===== src/rtl/sms_defines.vh =====
// constants for the serial peripheral master/slave core
// included by rtl/sms_core.v and rtl/sms_shift.v; definitions only
`ifndef SMS_DEFINES_VH
`define SMS_DEFINES_VH

// register addresses on the 8-bit wishbone port
`define SMS_ADR_CTRL 3'h0
`define SMS_ADR_DIV 3'h1
`define SMS_ADR_CSN 3'h2
`define SMS_ADR_TXD 3'h3
`define SMS_ADR_RXD 3'h4
`define SMS_ADR_STAT 3'h5

// control register fields
`define SMS_CTRL_EN 0
`define SMS_CTRL_MST 1
`define SMS_CTRL_CPOL 2
`define SMS_CTRL_CPHA 3
`define SMS_CTRL_LSB 4
`define SMS_CTRL_IRQEN 5
`define SMS_CTRL_STDBY 6

// status register fields
`define SMS_ST_TXE 0
`define SMS_ST_RXF 1
`define SMS_ST_BUSY 2
`define SMS_ST_MODF 3
`define SMS_ST_OVR 4

// reset values
`define SMS_CTRL_RST 7'h00
`define SMS_DIV_RST 8'h03
`define SMS_CSN_RST 8'hff
`define SMS_SYNC_RST 5'h18

// bits per serial byte
`define SMS_BITS 4'h8

`endif


===== src/rtl/sms_shift.v =====
// byte shifter shared by master and slave operation
// assumes one-cycle lead and trail edge pulses on the core clock
`timescale 1ns/100ps
`include "sms_defines.vh"

module sms_shift (
  input wire i_clk,
  input wire i_rst_n,
  input wire i_load,
  input wire [7:0] i_tx,
  input wire i_lsb_first,
  input wire i_cpha,
  input wire i_lead,
  input wire i_trail,
  input wire i_sdi,
  output reg o_sdo,
  output reg [7:0] o_rx,
  output reg o_done
);

  reg [7:0] sh_q;
  reg [3:0] cnt_q;
  wire smp;
  wire shf;

  // first bit on the line for the chosen order
  function head;
    input [7:0] v;
    input lsb;
    begin
      head = lsb ? v[0] : v[7];
    end
  endfunction

  // advance a byte one place, filling with b
  function [7:0] adv;
    input [7:0] v;
    input lsb;
    input b;
    begin
      adv = lsb ? {b, v[7:1]} : {v[6:0], b};
    end
  endfunction

  // phase picks which edge samples and which edge shifts
  assign smp = i_cpha ? i_trail : i_lead;
  assign shf = i_cpha ? i_lead : i_trail;

  // full duplex: one bit out and one bit in per clock cycle
  always @(posedge i_clk or negedge i_rst_n) begin
    if (!i_rst_n) begin
      sh_q <= 8'h00;
      cnt_q <= 4'h0;
      o_sdo <= 1'b0;
      o_rx <= 8'h00;
      o_done <= 1'b0;
    end else begin
      o_done <= 1'b0;
      if (i_load) begin
        cnt_q <= 4'h0;
        sh_q <= i_cpha ? i_tx : adv(i_tx, i_lsb_first, 1'b0);
        if (!i_cpha) begin
          o_sdo <= head(i_tx, i_lsb_first);
        end
      end else begin
        if (cnt_q != `SMS_BITS) begin
          if (shf) begin
            o_sdo <= head(sh_q, i_lsb_first);
            sh_q <= adv(sh_q, i_lsb_first, 1'b0);
          end
          if (smp) begin
            o_rx <= adv(o_rx, i_lsb_first, i_sdi);
            cnt_q <= cnt_q + 4'h1;
          end
        end
        // last trailing edge ends the byte, even once the count is full
        if (i_trail && (cnt_q == (i_cpha ? `SMS_BITS - 4'h1 : `SMS_BITS))) begin
          o_done <= 1'b1;
        end
      end
    end
  end

endmodule // sms_shift


===== src/rtl/sms_core.v =====
// serial peripheral core, master or slave, behind an 8-bit wishbone port
// assumes wishbone signals on I_CORE_CLK; serial pins are asynchronous
`timescale 1ns/100ps
`include "sms_defines.vh"

module sms_core #(
  parameter [0:0] WAKEUP_EN = 1'b0
) (
  input wire I_CORE_CLK,
  input wire I_RST_N,
  input wire I_WB_CYC,
  input wire I_WB_STB,
  input wire I_WB_WE,
  input wire [2:0] I_WB_ADR,
  input wire [7:0] I_WB_DAT,
  output reg [7:0] O_WB_DAT,
  output reg O_WB_ACK,
  input wire I_SPI_CLK,
  output reg O_SPI_CLK,
  output reg O_SPI_CLK_OE,
  input wire I_SPI_MISO,
  output reg O_SPI_MISO,
  output reg O_SPI_MISO_OE,
  input wire I_SPI_MOSI,
  output reg O_SPI_MOSI,
  output reg O_SPI_MOSI_OE,
  output reg [7:0] O_SPI_CSN,
  input wire I_SPI_SCSN,
  input wire I_CONFIG_PORT_SELECT_N,
  output reg O_SPI_IRQ,
  output reg O_CFG_STDBY,
  output reg O_CFG_WAKE
);

  localparam [1:0] ST_IDLE = 2'd0;
  localparam [1:0] ST_RUN = 2'd1;
  localparam [1:0] ST_GAP = 2'd2;
  localparam [4:0] SYNC_RST = `SMS_SYNC_RST;

  wire [4:0] pin_raw;
  wire [4:0] pin_s;
  wire sclk_s;
  wire miso_s;
  wire mosi_s;
  wire scsn_s;
  wire cfg_sel_n_s;
  reg [6:0] ctrl_q;
  reg [7:0] div_q;
  reg [7:0] csn_q;
  reg [7:0] tx_q;
  reg tx_full_q;
  reg [7:0] rx_q;
  reg rx_full_q;
  reg modf_q;
  reg ovr_q;
  reg [1:0] st_q;
  reg [7:0] div_cnt_q;
  reg sclk_q;
  reg [2:0] tcnt_q;
  reg sclk_prev_q;
  reg sel_prev_q;
  reg [7:0] rd_d;
  wire acc;
  wire wr;
  wire rd;
  wire enable;
  wire mst;
  wire cpol;
  wire tick;
  wire m_lead;
  wire m_trail;
  wire s_active;
  wire s_start;
  wire s_edge;
  wire s_lead;
  wire s_trail;
  wire lead;
  wire trail;
  wire done;
  wire sdo;
  wire [7:0] rx_byte;
  wire m_load;
  wire s_load;
  wire load;
  wire modf_set;
  wire busy;

  // two-flop synchronisers for every pin input
  assign pin_raw = {I_CONFIG_PORT_SELECT_N, I_SPI_SCSN, I_SPI_MOSI, I_SPI_MISO, I_SPI_CLK};
  genvar g;
  generate
    for (g = 0; g < 5; g = g + 1) begin : g_sync
      reg meta_q;
      reg sync_q;
      always @(posedge I_CORE_CLK or negedge I_RST_N) begin
        if (!I_RST_N) begin
          meta_q <= SYNC_RST[g];
          sync_q <= SYNC_RST[g];
        end else begin
          meta_q <= pin_raw[g];
          sync_q <= meta_q;
        end
      end
      assign pin_s[g] = sync_q;
    end
  endgenerate
  assign sclk_s = pin_s[0];
  assign miso_s = pin_s[1];
  assign mosi_s = pin_s[2];
  assign scsn_s = pin_s[3];
  assign cfg_sel_n_s = pin_s[4];

  // wishbone handshake: one access per request, ack one cycle later
  assign acc = I_WB_CYC & I_WB_STB & ~O_WB_ACK;
  assign wr = acc & I_WB_WE;
  assign rd = acc & ~I_WB_WE;

  // mode decode
  assign enable = ctrl_q[`SMS_CTRL_EN];
  assign mst = enable & ctrl_q[`SMS_CTRL_MST];
  assign cpol = ctrl_q[`SMS_CTRL_CPOL];

  // master clock generation from the half-period divider
  assign tick = (st_q == ST_RUN) && (div_cnt_q == div_q);
  assign m_lead = tick & (sclk_q == cpol);
  assign m_trail = tick & (sclk_q != cpol);

  // slave selected only when the config select is idle
  assign s_active = enable & ~ctrl_q[`SMS_CTRL_MST] & ~scsn_s & cfg_sel_n_s;
  assign s_start = s_active & ~sel_prev_q;
  assign s_edge = s_active & (sclk_s ^ sclk_prev_q);
  assign s_lead = s_edge & (sclk_prev_q == cpol);
  assign s_trail = s_edge & (sclk_prev_q != cpol);

  // edge and data routing by mode
  assign lead = mst ? m_lead : s_lead;
  assign trail = mst ? m_trail : s_trail;
  assign m_load = mst & tx_full_q & ((st_q == ST_IDLE) | ((st_q == ST_GAP) & done));
  assign s_load = s_start | (s_active & done);
  assign load = m_load | s_load;

  // a second master pulling the select low while we are master
  assign modf_set = mst & ~scsn_s;
  assign busy = (st_q != ST_IDLE) | s_active;

  sms_shift u_shift (
    .i_clk(I_CORE_CLK),
    .i_rst_n(I_RST_N),
    .i_load(load),
    .i_tx(tx_q),
    .i_lsb_first(ctrl_q[`SMS_CTRL_LSB]),
    .i_cpha(ctrl_q[`SMS_CTRL_CPHA]),
    .i_lead(lead),
    .i_trail(trail),
    .i_sdi(mst ? miso_s : mosi_s),
    .o_sdo(sdo),
    .o_rx(rx_byte),
    .o_done(done)
  );

  // register read mux
  always @* begin
    case (I_WB_ADR)
      `SMS_ADR_CTRL: rd_d = {1'b0, ctrl_q};
      `SMS_ADR_DIV: rd_d = div_q;
      `SMS_ADR_CSN: rd_d = csn_q;
      `SMS_ADR_TXD: rd_d = tx_q;
      `SMS_ADR_RXD: rd_d = rx_q;
      `SMS_ADR_STAT: rd_d = {3'h0, ovr_q, modf_q, busy, rx_full_q, ~tx_full_q};
      default: rd_d = 8'h00;
    endcase
  end

  // wishbone slave and software-visible registers
  always @(posedge I_CORE_CLK or negedge I_RST_N) begin
    if (!I_RST_N) begin
      O_WB_ACK <= 1'b0;
      O_WB_DAT <= 8'h00;
      ctrl_q <= `SMS_CTRL_RST;
      div_q <= `SMS_DIV_RST;
      csn_q <= `SMS_CSN_RST;
      tx_q <= 8'h00;
      tx_full_q <= 1'b0;
      rx_q <= 8'h00;
      rx_full_q <= 1'b0;
      modf_q <= 1'b0;
      ovr_q <= 1'b0;
    end else begin
      O_WB_ACK <= acc;
      O_WB_DAT <= rd ? rd_d : 8'h00;
      if (wr && I_WB_ADR == `SMS_ADR_CTRL) begin
        ctrl_q <= I_WB_DAT[6:0];
      end
      if (modf_set) begin
        ctrl_q[`SMS_CTRL_MST] <= 1'b0;
      end
      if (wr && I_WB_ADR == `SMS_ADR_DIV) begin
        div_q <= I_WB_DAT;
      end
      if (wr && I_WB_ADR == `SMS_ADR_CSN) begin
        csn_q <= I_WB_DAT;
      end
      // transmit holding byte, set wins over the take
      if (wr && I_WB_ADR == `SMS_ADR_TXD) begin
        tx_q <= I_WB_DAT;
        tx_full_q <= 1'b1;
      end else if (load) begin
        tx_full_q <= 1'b0;
      end
      // receive holding byte, new data wins over the read clear
      if (done) begin
        rx_q <= rx_byte;
        rx_full_q <= 1'b1;
        if (rx_full_q && !(rd && I_WB_ADR == `SMS_ADR_RXD)) begin
          ovr_q <= 1'b1;
        end
      end else if (rd && I_WB_ADR == `SMS_ADR_RXD) begin
        rx_full_q <= 1'b0;
      end
      // sticky error flags, write one to clear, set wins
      if (modf_set) begin
        modf_q <= 1'b1;
      end else if (wr && I_WB_ADR == `SMS_ADR_STAT && I_WB_DAT[`SMS_ST_MODF]) begin
        modf_q <= 1'b0;
      end
      if (wr && I_WB_ADR == `SMS_ADR_STAT && I_WB_DAT[`SMS_ST_OVR] && !(done && rx_full_q)) begin
        ovr_q <= 1'b0;
      end
    end
  end

  // master sequencer: run eight clocks, then pause for the next byte
  always @(posedge I_CORE_CLK or negedge I_RST_N) begin
    if (!I_RST_N) begin
      st_q <= ST_IDLE;
      div_cnt_q <= 8'h00;
      sclk_q <= 1'b0;
      tcnt_q <= 3'h0;
    end else if (!mst) begin
      st_q <= ST_IDLE;
      div_cnt_q <= 8'h00;
      sclk_q <= cpol;
      tcnt_q <= 3'h0;
    end else begin
      case (st_q)
        ST_IDLE: begin
          sclk_q <= cpol;
          div_cnt_q <= 8'h00;
          tcnt_q <= 3'h0;
          if (m_load) begin
            st_q <= ST_RUN;
          end
        end
        ST_RUN: begin
          if (tick) begin
            div_cnt_q <= 8'h00;
            sclk_q <= ~sclk_q;
            if (m_trail) begin
              tcnt_q <= tcnt_q + 3'h1;
              if (tcnt_q == 3'h7) begin
                st_q <= ST_GAP;
              end
            end
          end else begin
            div_cnt_q <= div_cnt_q + 8'h01;
          end
        end
        ST_GAP: begin
          div_cnt_q <= 8'h00;
          if (done) begin
            st_q <= m_load ? ST_RUN : ST_IDLE;
          end
        end
        default: begin
          st_q <= ST_IDLE;
        end
      endcase
    end
  end

  // slave edge history
  always @(posedge I_CORE_CLK or negedge I_RST_N) begin
    if (!I_RST_N) begin
      sclk_prev_q <= 1'b0;
      sel_prev_q <= 1'b0;
    end else begin
      sclk_prev_q <= sclk_s;
      sel_prev_q <= s_active;
    end
  end

  // pin drivers and side outputs, all registered
  always @(posedge I_CORE_CLK or negedge I_RST_N) begin
    if (!I_RST_N) begin
      O_SPI_CLK <= 1'b0;
      O_SPI_CLK_OE <= 1'b0;
      O_SPI_MOSI <= 1'b0;
      O_SPI_MOSI_OE <= 1'b0;
      O_SPI_MISO <= 1'b0;
      O_SPI_MISO_OE <= 1'b0;
      O_SPI_CSN <= `SMS_CSN_RST;
      O_SPI_IRQ <= 1'b0;
      O_CFG_STDBY <= 1'b0;
      O_CFG_WAKE <= 1'b0;
    end else begin
      O_SPI_CLK <= sclk_q;
      O_SPI_CLK_OE <= mst;
      O_SPI_MOSI <= mst ? sdo : 1'b0;
      O_SPI_MOSI_OE <= mst;
      O_SPI_MISO <= s_active ? sdo : 1'b0;
      O_SPI_MISO_OE <= s_active;
      O_SPI_CSN <= mst ? csn_q : `SMS_CSN_RST;
      O_SPI_IRQ <= modf_q & ctrl_q[`SMS_CTRL_IRQEN];
      O_CFG_STDBY <= WAKEUP_EN & ctrl_q[`SMS_CTRL_STDBY];
      O_CFG_WAKE <= WAKEUP_EN & ctrl_q[`SMS_CTRL_STDBY] & s_start;
    end
  end

endmodule // sms_core


===== config.mk =====
export PLATFORM = sky130hd
export DESIGN_NAME = sms_core
export DESIGN_NICKNAME = d
export VERILOG_FILES = /design/src/rtl/sms_shift.v /design/src/rtl/sms_core.v
export VERILOG_INCLUDE_DIRS = /design/src /design/src/rtl
export SDC_FILE = /design/constraint.sdc
export NUM_CORES = 1
export LEC_CHECK = 0
export ABC_CLOCK_PERIOD_IN_PS = 4800
export BUFFER_PORTS_ARGS = -buffer_cell sky130_fd_sc_hd__buf_2
export CAP_MARGIN = 10
export CORE_ASPECT_RATIO = 1.4
export CORE_MARGIN = 8
export CORE_UTILIZATION = 31
export CTS_CLUSTER_DIAMETER = 40
export DETAILED_ROUTE_END_ITERATION = 16
export GPL_ROUTABILITY_DRIVEN = 0
export PLACE_DENSITY = 0.49
export SYNTH_ARGS = -nofsm -noshare
export SYNTH_HDL_FRONTEND = slang
export SYNTH_SLANG_ARGS = --single-unit

===== constraint.sdc =====
create_clock -name I_CORE_CLK -period 4.8 [get_ports I_CORE_CLK]
set_input_delay 0.24 -clock I_CORE_CLK [delete_from_list [all_inputs] [get_ports I_CORE_CLK]]
set_output_delay 0.24 -clock I_CORE_CLK [all_outputs]
set_load 0.005 [all_outputs]

==> impl_results.md <==
* Status: finished clean
* Remaining global-route overflow at 0
* Tot Pwr at 2.96 mW
* Final nets at 542
* # DRC at 0
* CP endpoint: u_shift.o_rx[7]
* CP endpoint kind: flip-flop
* Synth top area share at 41.1%
* Die area at 22500 um2
* Multi-input gate area at 2540 um2
* Setup TNS at 0 ns
* Final max-slew violation count at 0
* Critical path class: flip-flop to flip-flop
* Worst min path class: primary input to flip-flop
* RR Startpoint: div_cnt_q[5]
* Vias in the first global route at 3925
* CTS root buffer: clkbuf_16
* Layout area overhead at 18.6%
* Maximum VDD drop at 257 uV
* Initial cell density of the core at 31.3%
* First-pass GRT wire length at 21700 um
* Critical R2R Capture: u_shift.o_rx[7]
* Diodes inserted at 0
* DIE HEIGHT at 174 um
* Slew HR at 21.1%
* Wirelength per Cell at 17.2 um
* Core Footprint at 17700 um2
* Post-synth ARST share at 100%
* CTS buffer count at 17
* Vias per inst at 4.94
* Max FO, Critical Path at 8
* Final HPWL DP at 9680 um
* Worst-path clk slew at 0.05 ns
* Synth unique cells at 62
* Final Critical Period at 2.52 ns
* Routed wl met3 at 401 um
* M1 WL at 5590 um
* Layout cells sized above 1 at 33.1%
* Setup Viol. Count Final at 0
* Clk buf depth at 2
* Post-CTS sizing at 0
* Largest family of logic cells by synthesized area: multiplexers
* Critical Path RT at 5.10 ns
* Commonest non-fill, non-tap cell in the layout: dfrtp_1
* Mean Syn Cell Area at 11.8 um2
* Dominant cell type by area after synthesis: dfrtp_1
* Post-Synth Adder-Cell Area at 1.13%
* GRT Overall Usage at 12.7%
* Final Hold Fails at 0
* Clock Sinks at 113
* Post-Synth XOR/XNOR Area at 1.88%
* CTS tree: yes
* Largest net degree at the start of global routing at 58
* Post-synthesis register bit count at 113
* FMAX at 397 MHz
* Post-Synth Simple-Gate Area at 12.7%
* CP startpoint kind: flip-flop
* Leak at 2.91 nW
* Later-pin clock latency in the skew report at 0.42 ns
* Initial antenna violation count at 0
* Area of the mapped netlist at 5540 um2
* Synth Area in Compound Gates at 10.9%
* Setup bufs post-CTS at 0
* Cells along the critical path: xnor2_1 -> nand4_1 -> nor3_1 -> nand4_2 -> a21oi_4 -> mux2_4
* Multiplexer share of the synthesized area at 19.2%
* Max-cap viol count at 0
* PortBufs at 44
* Register Area at 2860 um2
* Ys flop type: dfrtp_1
* Most frequent cells in the layout: 91 x dfrtp_1, 52 x mux2_2, 43 x buf_2, 38 x nor2_1, 22 x dfstp_2
* Post-route ant nets at 0
* Warnings, synthesis at 0
* Routed WL at 13200 um
* RSZ-0062 raised after global routing: false
* Crit path DAT at 2.82 ns
* CP max stage delay at 0.45 ns
* Die width at 129 um
* Final Util at 37.1%
* Rows at 58
* Fillers at 1791
* Met2 WL post-DR at 6980 um
* Power per Cell Area at 450 nW/um2
* Worst Max-Slew Pin Slew at 1.17 ns
* Reg2Reg Depth at 6
* Total iterations of the first detailed-routing run at 4
* Crit path from: div_cnt_q[5]
* Clock skew at 0.00953 ns
* Top sig layer: met4
* I/O pin total at 47
* Post-synth EDFFs at 0
* Synth area leaders: dfrtp_1 41%, mux2_2 11%, dfstp_2 10%
* Period utilisation layout at 52.5%
* Slowest cell on the critical path: nor3_1
* Sequential area share after synthesis at 51.6%
* Iter 0 DRT Violations at 223
* Total number of vias at 3798
* Syn Inst Count at 469
* CTS H-tree depth at 4
* Flop-to-flop setup slack at 2.28 ns
==> final cells by class <==
type                    count  area share, %
clock buffers              26           7.60
clock inverters             6          0.495
inverters                   8          0.457
multi-input cells         323           38.8
flip-flops and latches    113           43.5
well taps                 240           4.57
repair buffers             53           4.65
==> layer usage <==
| layer | up-vias | global-route usage [%] |
|---|---|---|
| met5 | - | 0 |
| met3 | 18 | 3.34 |
| met1 | 1921 | 14.2 |
| met2 | 69 | 21.6 |
| met4 | 0 | 6.34 |
| li1 | 1790 | - |
==> timing repair <==
item,4_1_cts,5_1_grt
hold endpoints to repair,45,0
hold buffers,6,0
endpoints found under the setup margin,0,0
==> sequential cells by signal, indices dropped and copies added (netlist names), 2 cells and up <==
register / count
O_SPI_CSN: 8
O_WB_DAT: 8
csn_q: 8
div_cnt_q: 8
div_q: 8
rx_q: 8
tx_q: 8
u_shift.o_rx: 8
u_shift.sh_q: 8
ctrl_q: 7
g_sync.meta_q: 5
g_sync.sync_q: 4
u_shift.cnt_q: 4
tcnt_q: 3
st_q: 2
==> critical path: cells and delay by family (launching register included) <==
family | cells | cell delay (ns)
flops | 1 | 0.43
simple gates | 3 | 1.01
compound gates | 1 | 0.44
xor+xnor | 1 | 0.18
mux | 1 | 0.33
==> worst min-delay path by stage <==
stage               cells past startpoint        startpoint  slack [ns]                to
floorplan                               0           I_RST_N       -0.06         O_SPI_CLK
global placement                        1           I_RST_N        0.34   u_shift.o_rx[6]
detailed placement                      0  g_sync[2].meta_q        0.34  g_sync[2].sync_q
CTS                                     2       I_WB_DAT[7]        0.08          csn_q[7]
global route                            2       I_WB_DAT[7]         0.1          csn_q[7]
finish                                  2       I_WB_DAT[7]        0.10          csn_q[7]
==> cell families (layout without fill, tap and decap cells) <==
| logic type | after synthesis | in the layout |
|---|---|---|
| muxes | 91 | 91 |
| other | 1 | 2 |
| xor gates and xnor gates | 11 | 11 |
| and+or+nand+nor | 124 | 124 |
| DFF | 113 | 113 |
| AOI/OAI and AO/OA | 90 | 90 |
| adders and majority gates | 5 | 5 |
| buffers and inverters | 34 | 93 |
==> per-stage QoR <==
stage | worst slack [ns] | hold slack [ns] | cell area, um2 | std cells
floorplan | 2.67 | -0.0556 | 5540 | 470
global placement | 2.36 | 0.337 | 5980 | 731
detailed placement | 2.31 | 0.338 | 5980 | 731
CTS | 2.28 | 0.0829 | 6570 | 769
global route | 2.10 | 0.0978 | 6570 | 769
finish | 2.28 | 0.102 | 6570 | 769
==> synthesized netlist by cell type (all sizes together), types with 2 or more instances <==
master,instances
nor2,38
dfrtp,91
nand2,15
a31oi,5
and2,3
nand3,11
nand2b,21
nor4,4
mux2i,19
inv,8
nand4,5
nor3,4
and3,4
dfstp,22
a22oi,13
o21ai,25
buf,8
mux2,69
a211oi,8
o22a,5
mux4,3
a21oi,17
nand3b,2
nor2b,7
o31ai,2
o21a,3
nor3b,3
clkbuf,18
ha,5
xnor2,9
a21o,4
xor2,2
and3b,3
==> where the power goes <==
part | internal (mW) | switching [mW] | leakage (nW)
clock network | 0.708 | 0.418 | 0.264
logic | 0.298 | 0.251 | 1.20
registers | 1.12 | 0.164 | 1.44
No activity file was read; power rests on OpenSTA's default activity.
